===== src/ssc_consts.vh =====
// Shared constants for the clocked synchronous serial channel
`ifndef SSC_CONSTS_VH
`define SSC_CONSTS_VH
// Register indices on the plain register port
`define SSC_ADDR_FORMAT 3'h0
`define SSC_ADDR_DIVISOR 3'h1
`define SSC_ADDR_CONTROL 3'h2
`define SSC_ADDR_TXDATA 3'h3
`define SSC_ADDR_FLAGS 3'h4
`define SSC_ADDR_RXDATA 3'h5
// Control register fields
`define SSC_CTL_CKE0 0
`define SSC_CTL_CKE1 1
`define SSC_CTL_TX_DONE_IRQ_ENABLE 2
`define SSC_CTL_MULTIPROC_WAIT_ENABLE 3
`define SSC_CTL_RE 4
`define SSC_CTL_TE 5
`define SSC_CTL_RIE 6
`define SSC_CTL_TIE 7
// Flag register fields
`define SSC_FLG_TX_DONE_FLAG 2
`define SSC_FLG_PER 3
`define SSC_FLG_FER 4
`define SSC_FLG_RX_OVERRUN_FLAG 5
`define SSC_FLG_RX_BUFFER_FULL_FLAG 6
`define SSC_FLG_TX_BUFFER_EMPTY_FLAG 7
// Reset values
`define SSC_RST_FLAGS 8'h84
`define SSC_RST_DIVISOR 8'hFF
// Bits per character
`define SSC_CHAR_BITS 4'h8
`endif


===== src/ssc_clkgen.v =====
// Internal serial clock divider for the synchronous serial channel
`timescale 1ns/10ps
module ssc_clkgen (
  input wire core_clk,
  input wire resetn,
  input wire [7:0] divisor,
  input wire run,
  output reg fall_tick,
  output reg rise_tick,
  output reg sclk_out
);
  // Half period counter; each half lasts divisor+1 core clocks
  reg [7:0] cnt_r;

  // Toggle the clock at each half period while running, park high otherwise
  always @(posedge core_clk or negedge resetn) begin
    if (!resetn) begin
      cnt_r <= 8'h00;
      sclk_out <= 1'b1;
      fall_tick <= 1'b0;
      rise_tick <= 1'b0;
    end else begin
      fall_tick <= 1'b0;
      rise_tick <= 1'b0;
      if (!run) begin
        // Idle: clock high, counter primed for a full half period
        cnt_r <= 8'h00;
        sclk_out <= 1'b1;
      end else if (cnt_r >= divisor) begin
        cnt_r <= 8'h00;
        sclk_out <= ~sclk_out;
        fall_tick <= sclk_out;
        rise_tick <= ~sclk_out;
      end else begin
        cnt_r <= cnt_r + 8'h01;
      end
    end
  end
endmodule // ssc_clkgen


===== src/ssc_core.v =====
// Clocked synchronous serial channel: registers, shifters, serial clock and requests
// How it works
// - Clearing transmit enable empties buffer, resets shifter
// - Clearing receive enable keeps flags and data
// - Pins driven only when selected and enabled; clock pin has no select, driven when enabled and internal
// - Parity or framing fault blocks all transfer
// - Overrun blocks transfer until software clears
// - Receiver syncs to serial clock, initializes
// - Receive bits shift in LSB first
// - Full byte loads holding if buffer empty
// - Error flag stops further full indications
// - Full flag with enable raises full request
// - Any error with enable raises error request
// - Empty request; DMA write clears empty flag
// - Full request; DMA read clears full flag
// - Done flag with enable raises done request
// - Four separate request lines, priority left to controller
// - Data changes on falling, valid on rising
// - Always eight bits, no parity bit
// - Internal clock gives eight pulses, idles high
// - At bit seven reload or set done
//
// Local design decisions: the placing of the registers and the strobed register port.
`timescale 1ns/10ps
`include "ssc_consts.vh"
module ssc_core (
  input wire core_clk,
  input wire resetn,
  input wire [2:0] reg_addr,
  input wire [7:0] reg_wdata,
  input wire reg_wr,
  input wire reg_rd,
  output reg [7:0] reg_rdata,
  input wire dma_wr,
  input wire dma_rd,
  input wire pfc_tx_sel,
  input wire pfc_rx_sel,
  input wire sclk_in,
  output wire sclk_out,
  output wire sclk_oe,
  input wire serial_in_pin,
  output wire serial_out_pin,
  output wire serial_out_oe,
  output wire rx_error_irq,
  output wire rx_full_irq,
  output wire tx_empty_irq,
  output wire tx_done_irq
);
  // Software visible registers
  reg [7:0] serial_format_reg_r; // Mode and format, stored only
  reg [7:0] bit_rate_divisor_reg_r; // Internal clock divisor
  reg [7:0] serial_control_reg_r; // Enables and clock source
  reg [7:0] tx_holding_reg_r; // Byte waiting for the transmitter
  reg [7:0] rx_holding_reg_r; // Last byte handed to software
  // Status flags
  reg tx_buffer_empty_flag_r;
  reg tx_done_flag_r;
  reg rx_buffer_full_flag_r;
  reg rx_parity_error_flag_r;
  reg rx_framing_fault_flag_r;
  reg rx_overrun_flag_r;
  // Shifters and state
  reg [7:0] tx_shift_reg_r;
  reg [7:0] rx_shift_reg_r;
  reg [3:0] bit_cnt_r; // Bits left in the current character
  reg busy_r; // A character is on the wire
  reg tx_active_r; // Current character carries transmit data
  reg tx_out_r; // Registered data pin level
  // Pin synchronisers
  reg sclk_s1_r;
  reg sclk_s2_r;
  reg sclk_s3_r; // Previous synchronised level, for edges
  reg sin_s1_r;
  reg sin_s2_r;

  // Control fields
  wire tx_enable = serial_control_reg_r[`SSC_CTL_TE];
  wire rx_enable = serial_control_reg_r[`SSC_CTL_RE];
  wire rx_irq_enable = serial_control_reg_r[`SSC_CTL_RIE];
  wire tx_empty_irq_enable = serial_control_reg_r[`SSC_CTL_TIE];
  wire tx_done_irq_enable = serial_control_reg_r[`SSC_CTL_TX_DONE_IRQ_ENABLE];
  // Only clock enable bit 1 (CKE1) picks the external clock input; bit 0 is ignored
  wire ext_clk = serial_control_reg_r[`SSC_CTL_CKE1];

  // Any pending receive error stops the whole channel
  wire err_any = rx_overrun_flag_r | rx_parity_error_flag_r | rx_framing_fault_flag_r;
  // Parity and framing faults cannot occur in this mode but still block
  wire block_full = rx_parity_error_flag_r | rx_framing_fault_flag_r;

  // Software accesses
  wire wr_flags = reg_wr && (reg_addr == `SSC_ADDR_FLAGS);
  wire wr_tdata = (reg_wr && (reg_addr == `SSC_ADDR_TXDATA)) || dma_wr;
  wire wr_ctl = reg_wr && (reg_addr == `SSC_ADDR_CONTROL);
  wire rd_rdata_dma = dma_rd;
  // Clear-by-write-zero helper: writing 1 leaves a flag alone
  wire clr_tx_buffer_empty_flag = (wr_flags && !reg_wdata[`SSC_FLG_TX_BUFFER_EMPTY_FLAG]) || dma_wr;
  wire clr_rx_buffer_full_flag = (wr_flags && !reg_wdata[`SSC_FLG_RX_BUFFER_FULL_FLAG]) || rd_rdata_dma;
  wire clr_rx_overrun_flag = wr_flags && !reg_wdata[`SSC_FLG_RX_OVERRUN_FLAG];
  wire clr_fer = wr_flags && !reg_wdata[`SSC_FLG_FER];
  wire clr_per = wr_flags && !reg_wdata[`SSC_FLG_PER];
  wire clr_tx_done_flag = wr_flags && !reg_wdata[`SSC_FLG_TX_DONE_FLAG];

  // Start a character: pending data to send, or receiver armed
  wire want_tx = tx_enable && !tx_buffer_empty_flag_r;
  // Receive-only characters need the input pin handed to the channel
  wire can_start = !busy_r && !err_any && (want_tx || (rx_enable && pfc_rx_sel));

  // Internal serial clock runs only while a character is in flight
  wire int_fall;
  wire int_rise;
  wire int_sclk;
  ssc_clkgen u_clkgen (
    .core_clk(core_clk),
    .resetn(resetn),
    .divisor(bit_rate_divisor_reg_r),
    .run(busy_r && !ext_clk),
    .fall_tick(int_fall),
    .rise_tick(int_rise),
    .sclk_out(int_sclk)
  );

  // External clock edges, taken from the synchronised copies only
  wire ext_fall = sclk_s3_r && !sclk_s2_r;
  wire ext_rise = !sclk_s3_r && sclk_s2_r;
  wire fall_ev = ext_clk ? ext_fall : int_fall;
  wire rise_ev = ext_clk ? ext_rise : int_rise;

  // Two flip-flops on every pin input before use
  always @(posedge core_clk or negedge resetn) begin
    if (!resetn) begin
      sclk_s1_r <= 1'b1;
      sclk_s2_r <= 1'b1;
      sclk_s3_r <= 1'b1;
      sin_s1_r <= 1'b0;
      sin_s2_r <= 1'b0;
    end else begin
      sclk_s1_r <= sclk_in;
      sclk_s2_r <= sclk_s1_r;
      sclk_s3_r <= sclk_s2_r;
      sin_s1_r <= serial_in_pin;
      sin_s2_r <= sin_s1_r;
    end
  end

  // Configuration registers
  always @(posedge core_clk or negedge resetn) begin
    if (!resetn) begin
      serial_format_reg_r <= 8'h00;
      bit_rate_divisor_reg_r <= `SSC_RST_DIVISOR;
      serial_control_reg_r <= 8'h00;
      tx_holding_reg_r <= 8'h00;
    end else begin
      if (reg_wr && (reg_addr == `SSC_ADDR_FORMAT))
        serial_format_reg_r <= reg_wdata;
      // Divisor only matters with the internal clock
      if (reg_wr && (reg_addr == `SSC_ADDR_DIVISOR))
        bit_rate_divisor_reg_r <= reg_wdata;
      if (wr_ctl)
        serial_control_reg_r <= reg_wdata;
      // Software or DMA supplies the next byte
      if (wr_tdata)
        tx_holding_reg_r <= dma_wr ? reg_wdata : reg_wdata;
    end
  end

  // Character engine: one shared clock for transmit and receive
  always @(posedge core_clk or negedge resetn) begin
    if (!resetn) begin
      tx_shift_reg_r <= 8'h00;
      rx_shift_reg_r <= 8'h00;
      bit_cnt_r <= 4'h0;
      busy_r <= 1'b0;
      tx_active_r <= 1'b0;
      tx_out_r <= 1'b1;
      tx_buffer_empty_flag_r <= 1'b1;
      tx_done_flag_r <= 1'b1;
      rx_buffer_full_flag_r <= 1'b0;
      rx_parity_error_flag_r <= 1'b0;
      rx_framing_fault_flag_r <= 1'b0;
      rx_overrun_flag_r <= 1'b0;
      rx_holding_reg_r <= 8'h00;
    end else begin
      // Software clears; hardware sets below win the same cycle
      if (clr_tx_buffer_empty_flag)
        tx_buffer_empty_flag_r <= 1'b0;
      if (clr_rx_buffer_full_flag)
        rx_buffer_full_flag_r <= 1'b0;
      if (clr_rx_overrun_flag)
        rx_overrun_flag_r <= 1'b0;
      if (clr_fer)
        rx_framing_fault_flag_r <= 1'b0;
      if (clr_per)
        rx_parity_error_flag_r <= 1'b0;
      if (clr_tx_done_flag)
        tx_done_flag_r <= 1'b0;
      if (wr_ctl && tx_enable && !reg_wdata[`SSC_CTL_TE]) begin
        // Transmitter reinit; receive flags untouched, character abandoned if RE also cleared
        tx_buffer_empty_flag_r <= 1'b1;
        tx_shift_reg_r <= 8'h00;
        tx_active_r <= 1'b0;
        if (!reg_wdata[`SSC_CTL_RE]) begin
          busy_r <= 1'b0;
          bit_cnt_r <= 4'h0;
        end
      end else if (wr_ctl && !reg_wdata[`SSC_CTL_RE] && !reg_wdata[`SSC_CTL_TE]) begin
        // Receiver off: abandon the character, keep flags and data
        busy_r <= 1'b0;
        bit_cnt_r <= 4'h0;
      end else if (can_start) begin
        // Sync to clock and initialize the shifter state
        busy_r <= 1'b1;
        bit_cnt_r <= `SSC_CHAR_BITS;
        rx_shift_reg_r <= 8'h00;
        tx_active_r <= want_tx;
        if (want_tx) begin
          // Holding byte moves to the shifter; buffer empty again
          tx_shift_reg_r <= tx_holding_reg_r;
          tx_buffer_empty_flag_r <= 1'b1;
          tx_done_flag_r <= 1'b0;
        end
      end else if (busy_r) begin
        if (fall_ev && tx_active_r && bit_cnt_r != 4'h0) begin
          // Present next bit LSB first, from falling edge to falling edge
          tx_out_r <= tx_shift_reg_r[0];
          tx_shift_reg_r <= {1'b0, tx_shift_reg_r[7:1]};
        end
        if (rise_ev) begin
          // Sample on rising edge into the top, ends LSB at bit 0
          rx_shift_reg_r <= {sin_s2_r, rx_shift_reg_r[7:1]};
          bit_cnt_r <= bit_cnt_r - 4'h1;
          if (bit_cnt_r == 4'h1) begin
            busy_r <= 1'b0;
            // Bit seven done: next byte waits in holding, or finish
            if (tx_active_r && !want_tx)
              tx_done_flag_r <= 1'b1;
            if (rx_enable) begin
              if (!rx_buffer_full_flag_r || clr_rx_buffer_full_flag) begin
                if (!block_full) begin
                  rx_holding_reg_r <= {sin_s2_r, rx_shift_reg_r[7:1]};
                  rx_buffer_full_flag_r <= 1'b1;
                end
              end else begin
                rx_overrun_flag_r <= 1'b1;
              end
            end
          end
        end
      end
    end
  end

  // Read port: data one cycle after the strobe, unmapped reads zero
  always @(posedge core_clk or negedge resetn) begin
    if (!resetn) begin
      reg_rdata <= 8'h00;
    end else if (reg_rd) begin
      case (reg_addr)
        `SSC_ADDR_FORMAT: reg_rdata <= serial_format_reg_r;
        `SSC_ADDR_DIVISOR: reg_rdata <= bit_rate_divisor_reg_r;
        `SSC_ADDR_CONTROL: reg_rdata <= serial_control_reg_r;
        `SSC_ADDR_TXDATA: reg_rdata <= tx_holding_reg_r;
        `SSC_ADDR_FLAGS: reg_rdata <= {tx_buffer_empty_flag_r, rx_buffer_full_flag_r, rx_overrun_flag_r,
                                       rx_framing_fault_flag_r, rx_parity_error_flag_r, tx_done_flag_r, 2'b00};
        `SSC_ADDR_RXDATA: reg_rdata <= rx_holding_reg_r;
        default: reg_rdata <= 8'h00;
      endcase
    end else begin
      reg_rdata <= 8'h00;
    end
  end

  // Pins: data driven only when selected and enabled; clock driven when enabled and internal, with no select
  assign serial_out_pin = tx_out_r;
  assign serial_out_oe = pfc_tx_sel && tx_enable;
  assign sclk_out = int_sclk;
  assign sclk_oe = !ext_clk && (tx_enable || rx_enable);

  // Four separate level requests, priority left to the controller
  assign rx_error_irq = rx_irq_enable && err_any;
  assign rx_full_irq = rx_irq_enable && rx_buffer_full_flag_r;
  assign tx_empty_irq = tx_empty_irq_enable && tx_buffer_empty_flag_r;
  assign tx_done_irq = tx_done_irq_enable && tx_done_flag_r;
endmodule // ssc_core


===== config.mk =====
export PLATFORM = sky130hd
export DESIGN_NAME = ssc_core
export DESIGN_NICKNAME = d
export VERILOG_FILES = /design/src/ssc_clkgen.v /design/src/ssc_core.v
export VERILOG_INCLUDE_DIRS = /design/src
export SDC_FILE = /design/constraint.sdc
export NUM_CORES = 1
export LEC_CHECK = 0
export BUFFER_PORTS_ARGS = -buffer_cell sky130_fd_sc_hd__buf_4
export CAP_MARGIN = 20
export CORE_MARGIN = 2
export CORE_UTILIZATION = 30
export DETAILED_ROUTE_END_ITERATION = 16
export GPL_TIMING_DRIVEN = 0
export PLACE_DENSITY = 0.53
export SYNTH_ARGS = -nofsm -noshare
export SYNTH_HDL_FRONTEND = slang
export SYNTH_SLANG_ARGS = --single-unit

===== constraint.sdc =====
create_clock -name core_clk -period 4.8 [get_ports core_clk]
set_clock_uncertainty 0.2 [all_clocks]
set_input_delay 0.24 -clock core_clk [delete_from_list [all_inputs] [get_ports core_clk]]
set_output_delay 0.24 -clock core_clk [all_outputs]
set_load 0.02 [all_outputs]

==> impl_metrics.py <==
metrics = {
    "yosys": {
        "synth.top_cells.by_count": "dfrtp_1, nand2_1, mux2_2, nor2_1, o21ai_0",
        "ys_seq_area_frac": 0.516,
        "ys_types": 53,
        "synth_top_area_frac": 0.426,
        "ys_ff_latch": 90,
        "synth_edf_count": 0,
        "synth_largest_area_cell": "dfrtp_1",
        "syn-num-nets": 424,
        "yosys_warnings": 0,
        "synth_flop_cell": "dfrtp_1",
        "netlist_top_cells_area": "dfrtp_1, dfstp_2, mux2_2",
        "yosysMostFrequentCell": "dfrtp_1",
        "synthArstFlopShare": 1.00,
        "syn_area_um2": 4400,
        "synth_area_per_cell_um2": 11.3,
        "synthCells": 391,
    },
    "routing": {
        "drt-initial-drc-count": 197,
        "drt-vias-per-instance": 4.87,
        "vias": 3107,
        "antenna_left": 0,
        "wl_per_cell_um": 16.1,
        "wl_um": 10300,
        "drc": 0,
        "first_pass_iters": 4,
    },
    "cells_and_area": {
        "regArea_um2": 2270,
        "multi_input_area_um2": 1970,
        "fill_cells": 1452,
        "stdcell_count": 638,
        "area_delta_synth_final_pct": 21.4,
        "diodes": 0,
        "layout-drive-gt1-share": 0.278,
        "nets": 482,
    },
    "timing": {
        "fmax_mhz": 427,
        "finalHoldViolations": 0,
        "setup_violations": 0,
        "max-slew-margin-rel": 0.427,
        "slew_viol_final": 0,
        "worstMarginPinSlew_ps": 856,
        "timing.final.crit_period_ps": 2340,
        "tns_ps": 0,
        "whs_ps": 31.2,
        "rsz0062_at_grt": "no",
        "period_share": 0.488,
    },
    "pwr": {
        "p_clk_frac": 0.316,
        "vdd_drop_max_mv": 0.192,
        "internal-power_mw": 1.61,
        "switching_power_mw": 0.686,
        "power_density_nw_per_um2": 429,
        "sequentialPowerShare": 0.455,
        "comb_power_share": 0.229,
        "switching_share": 0.299,
        "p_leak_nw": 2.37,
    },
    "clocking": {
        "cts_hold_buf": 13,
        "cts_root_buffer": "clkbuf_16",
        "worst_setup_hold_path_clk_slew_ps": 70,
        "cts_made_buffers": 9,
        "clock_path_buffers": 2,
        "cts_tree": "built",
        "insertion_delay_ps": 350,
        "cts-resized-gates": 0,
        "cts_setup_buffers": 0,
        "cts_max_level": 3,
        "clkSinkCount": 90,
    },
    "worst_setup_path": {
        "worst-r2r-cell-count": 6,
        "reg2reg_slack_ps": 2460,
        "critPathLaunchType": "register",
        "r2r_end": "bit_cnt_r[3]",
        "crit_start": "tx_buffer_empty_flag_r",
        "cp-end-kind": "register",
        "crit_arrival_ps": 2380,
        "worstReg2RegStart": "tx_buffer_empty_flag_r",
        "crit_fanout": 10,
        "worstSetupEndpoint": "bit_cnt_r[3]",
        "required_ps": 4840,
        "crit_type": "register to register",
    },
    "global_route": {
        "antenna_found_initial": 0,
        "grt_use_total": 0.141,
        "overflow": 0,
        "grt_max_degree": 69,
        "grt_pass1_vias": 3058,
        "grt_pass1_wl_um": 17200,
    },
    "floorplanning": {
        "dieArea_um2": 15700,
        "fp-row-count": 44,
        "start_util": 0.305,
        "core_um2": 14400,
        "ios": 37,
        "die_x_um": 125,
        "die_h_um": 125,
    },
    "place": {
        "portBuffers": 33,
        "gp_congestion": 0.776,
        "dpl.cell_count": 609,
        "post-dp-hpwl_um": 7660,
    },
    "outcome": {
        "status": "finished, final reports clean",
    },
    "flow_run": {
        "drv_cap": 0,
    },
    "min_path": {
        "hp-class": "input pin to register",
    },
}
layout by cell type, fill, tap and decap left out, types with 6 or more instances in the layout:
cell type,Yosys,final
dfrtp_1,75,75
nand2_1,48,48
buf_4,2,35
mux2_2,31,31
o21ai_0,24,24
nor2_1,24,24
a21oi_1,23,23
dfstp_2,15,15
dlygate4sd3_1,0,13
inv_1,12,12
ha_1,12,12
nor2b_1,11,11
clkbuf_16,0,9
nand3_1,8,8
and2_1,8,8
mux2_4,8,8
clkbuf_1,7,7
a32oi_1,6,6
mux2_1,6,6
worst min-delay path by stage:
stage          startpoint                     to  slack, ps  cells past startpoint
4_1_cts            dma_rd  rx_buffer_full_flag_r         20                      4
3_3_place_gp     sin_s1_r               sin_s2_r        130                      0
3_5_place_dp       resetn           reg_rdata[1]        -40                      1
2_1_floorplan      resetn           bit_cnt_r[0]       -260                      0
5_1_grt            dma_rd  rx_buffer_full_flag_r         80                      4
6_report           dma_rd  rx_buffer_full_flag_r         30                      4
power groups by stage:
stage	sequential [mW]	combinational [mW]	clock (mW)
after floorplan	1.02	0.379	0
after global placement	1.05	0.516	0
after detailed placement	1.06	0.526	0
after CTS	1.04	0.537	0.745
after global routing	1.07	0.599	0.774
final	1.04	0.526	0.725
cell families (layout without fill, tap and decap cells):
kind of cell | count (synthesis) | in the layout | share of synthesized area
and+or+nand+nor | 119 | 119 | 0.135
DFF | 90 | 90 | 0.516
AOI/OAI and AO/OA | 80 | 80 | 0.121
muxes | 52 | 52 | 0.144
buffers and inverters | 31 | 94 | 0.0364
adders and majority gates | 12 | 12 | 0.0341
xor gates and xnor gates | 7 | 7 | 0.0139
final cells by class:
type	instances	area share
buffer	19	0.0216
clock buffer	11	0.0473
clock inverter	5	0.00984
inverter	12	0.00843
multi-input combinational	270	0.369
sequential	90	0.425
tap	184	0.0431
timing repair buffer	47	0.0759
state kept, by name, summed over array words and instances (netlist names), 4 cells and up:
register,count
serial_format_reg_r,8
reg_rdata,8
bit_rate_divisor_reg_r,8
bit_cnt_r,4
rx_shift_reg_r,7
tx_holding_reg_r,8
serial_control_reg_r,8
u_clkgen.cnt_r,8
tx_shift_reg_r,8
rx_holding_reg_r,8
routing by layer:
metal | GRT usage | part of all wire
met4 | 0.0614 | 0.019
met3 | 0.0274 | 0.040
met1 | 0.194 | 0.48
met2 | 0.217 | 0.46
met5 | 0 | 0
critical path, cell delays in order (launching register included):
cell,delay (ps)
dfstp_2,570
nand2b_1,200
a211o_1,150
clkbuf_1,310
clkbuf_1,430
nand4_1,140
o211a_1,220
per-stage QoR:
stage | area (um^2) | worst slack (ps) | util | total power, mW
final | 5340 | 2460 | 0.370 | 2.29
after global routing | 5340 | 2260 | 0.370 | 2.44
after global placement | 4880 | 2410 | 0.338 | 1.57
after floorplan | 4400 | 2700 | - | 1.40
after detailed placement | 4910 | 2420 | 0.340 | 1.58
after CTS | 5340 | 2390 | 0.370 | 2.33
Power figures use the tool's default switching activity.
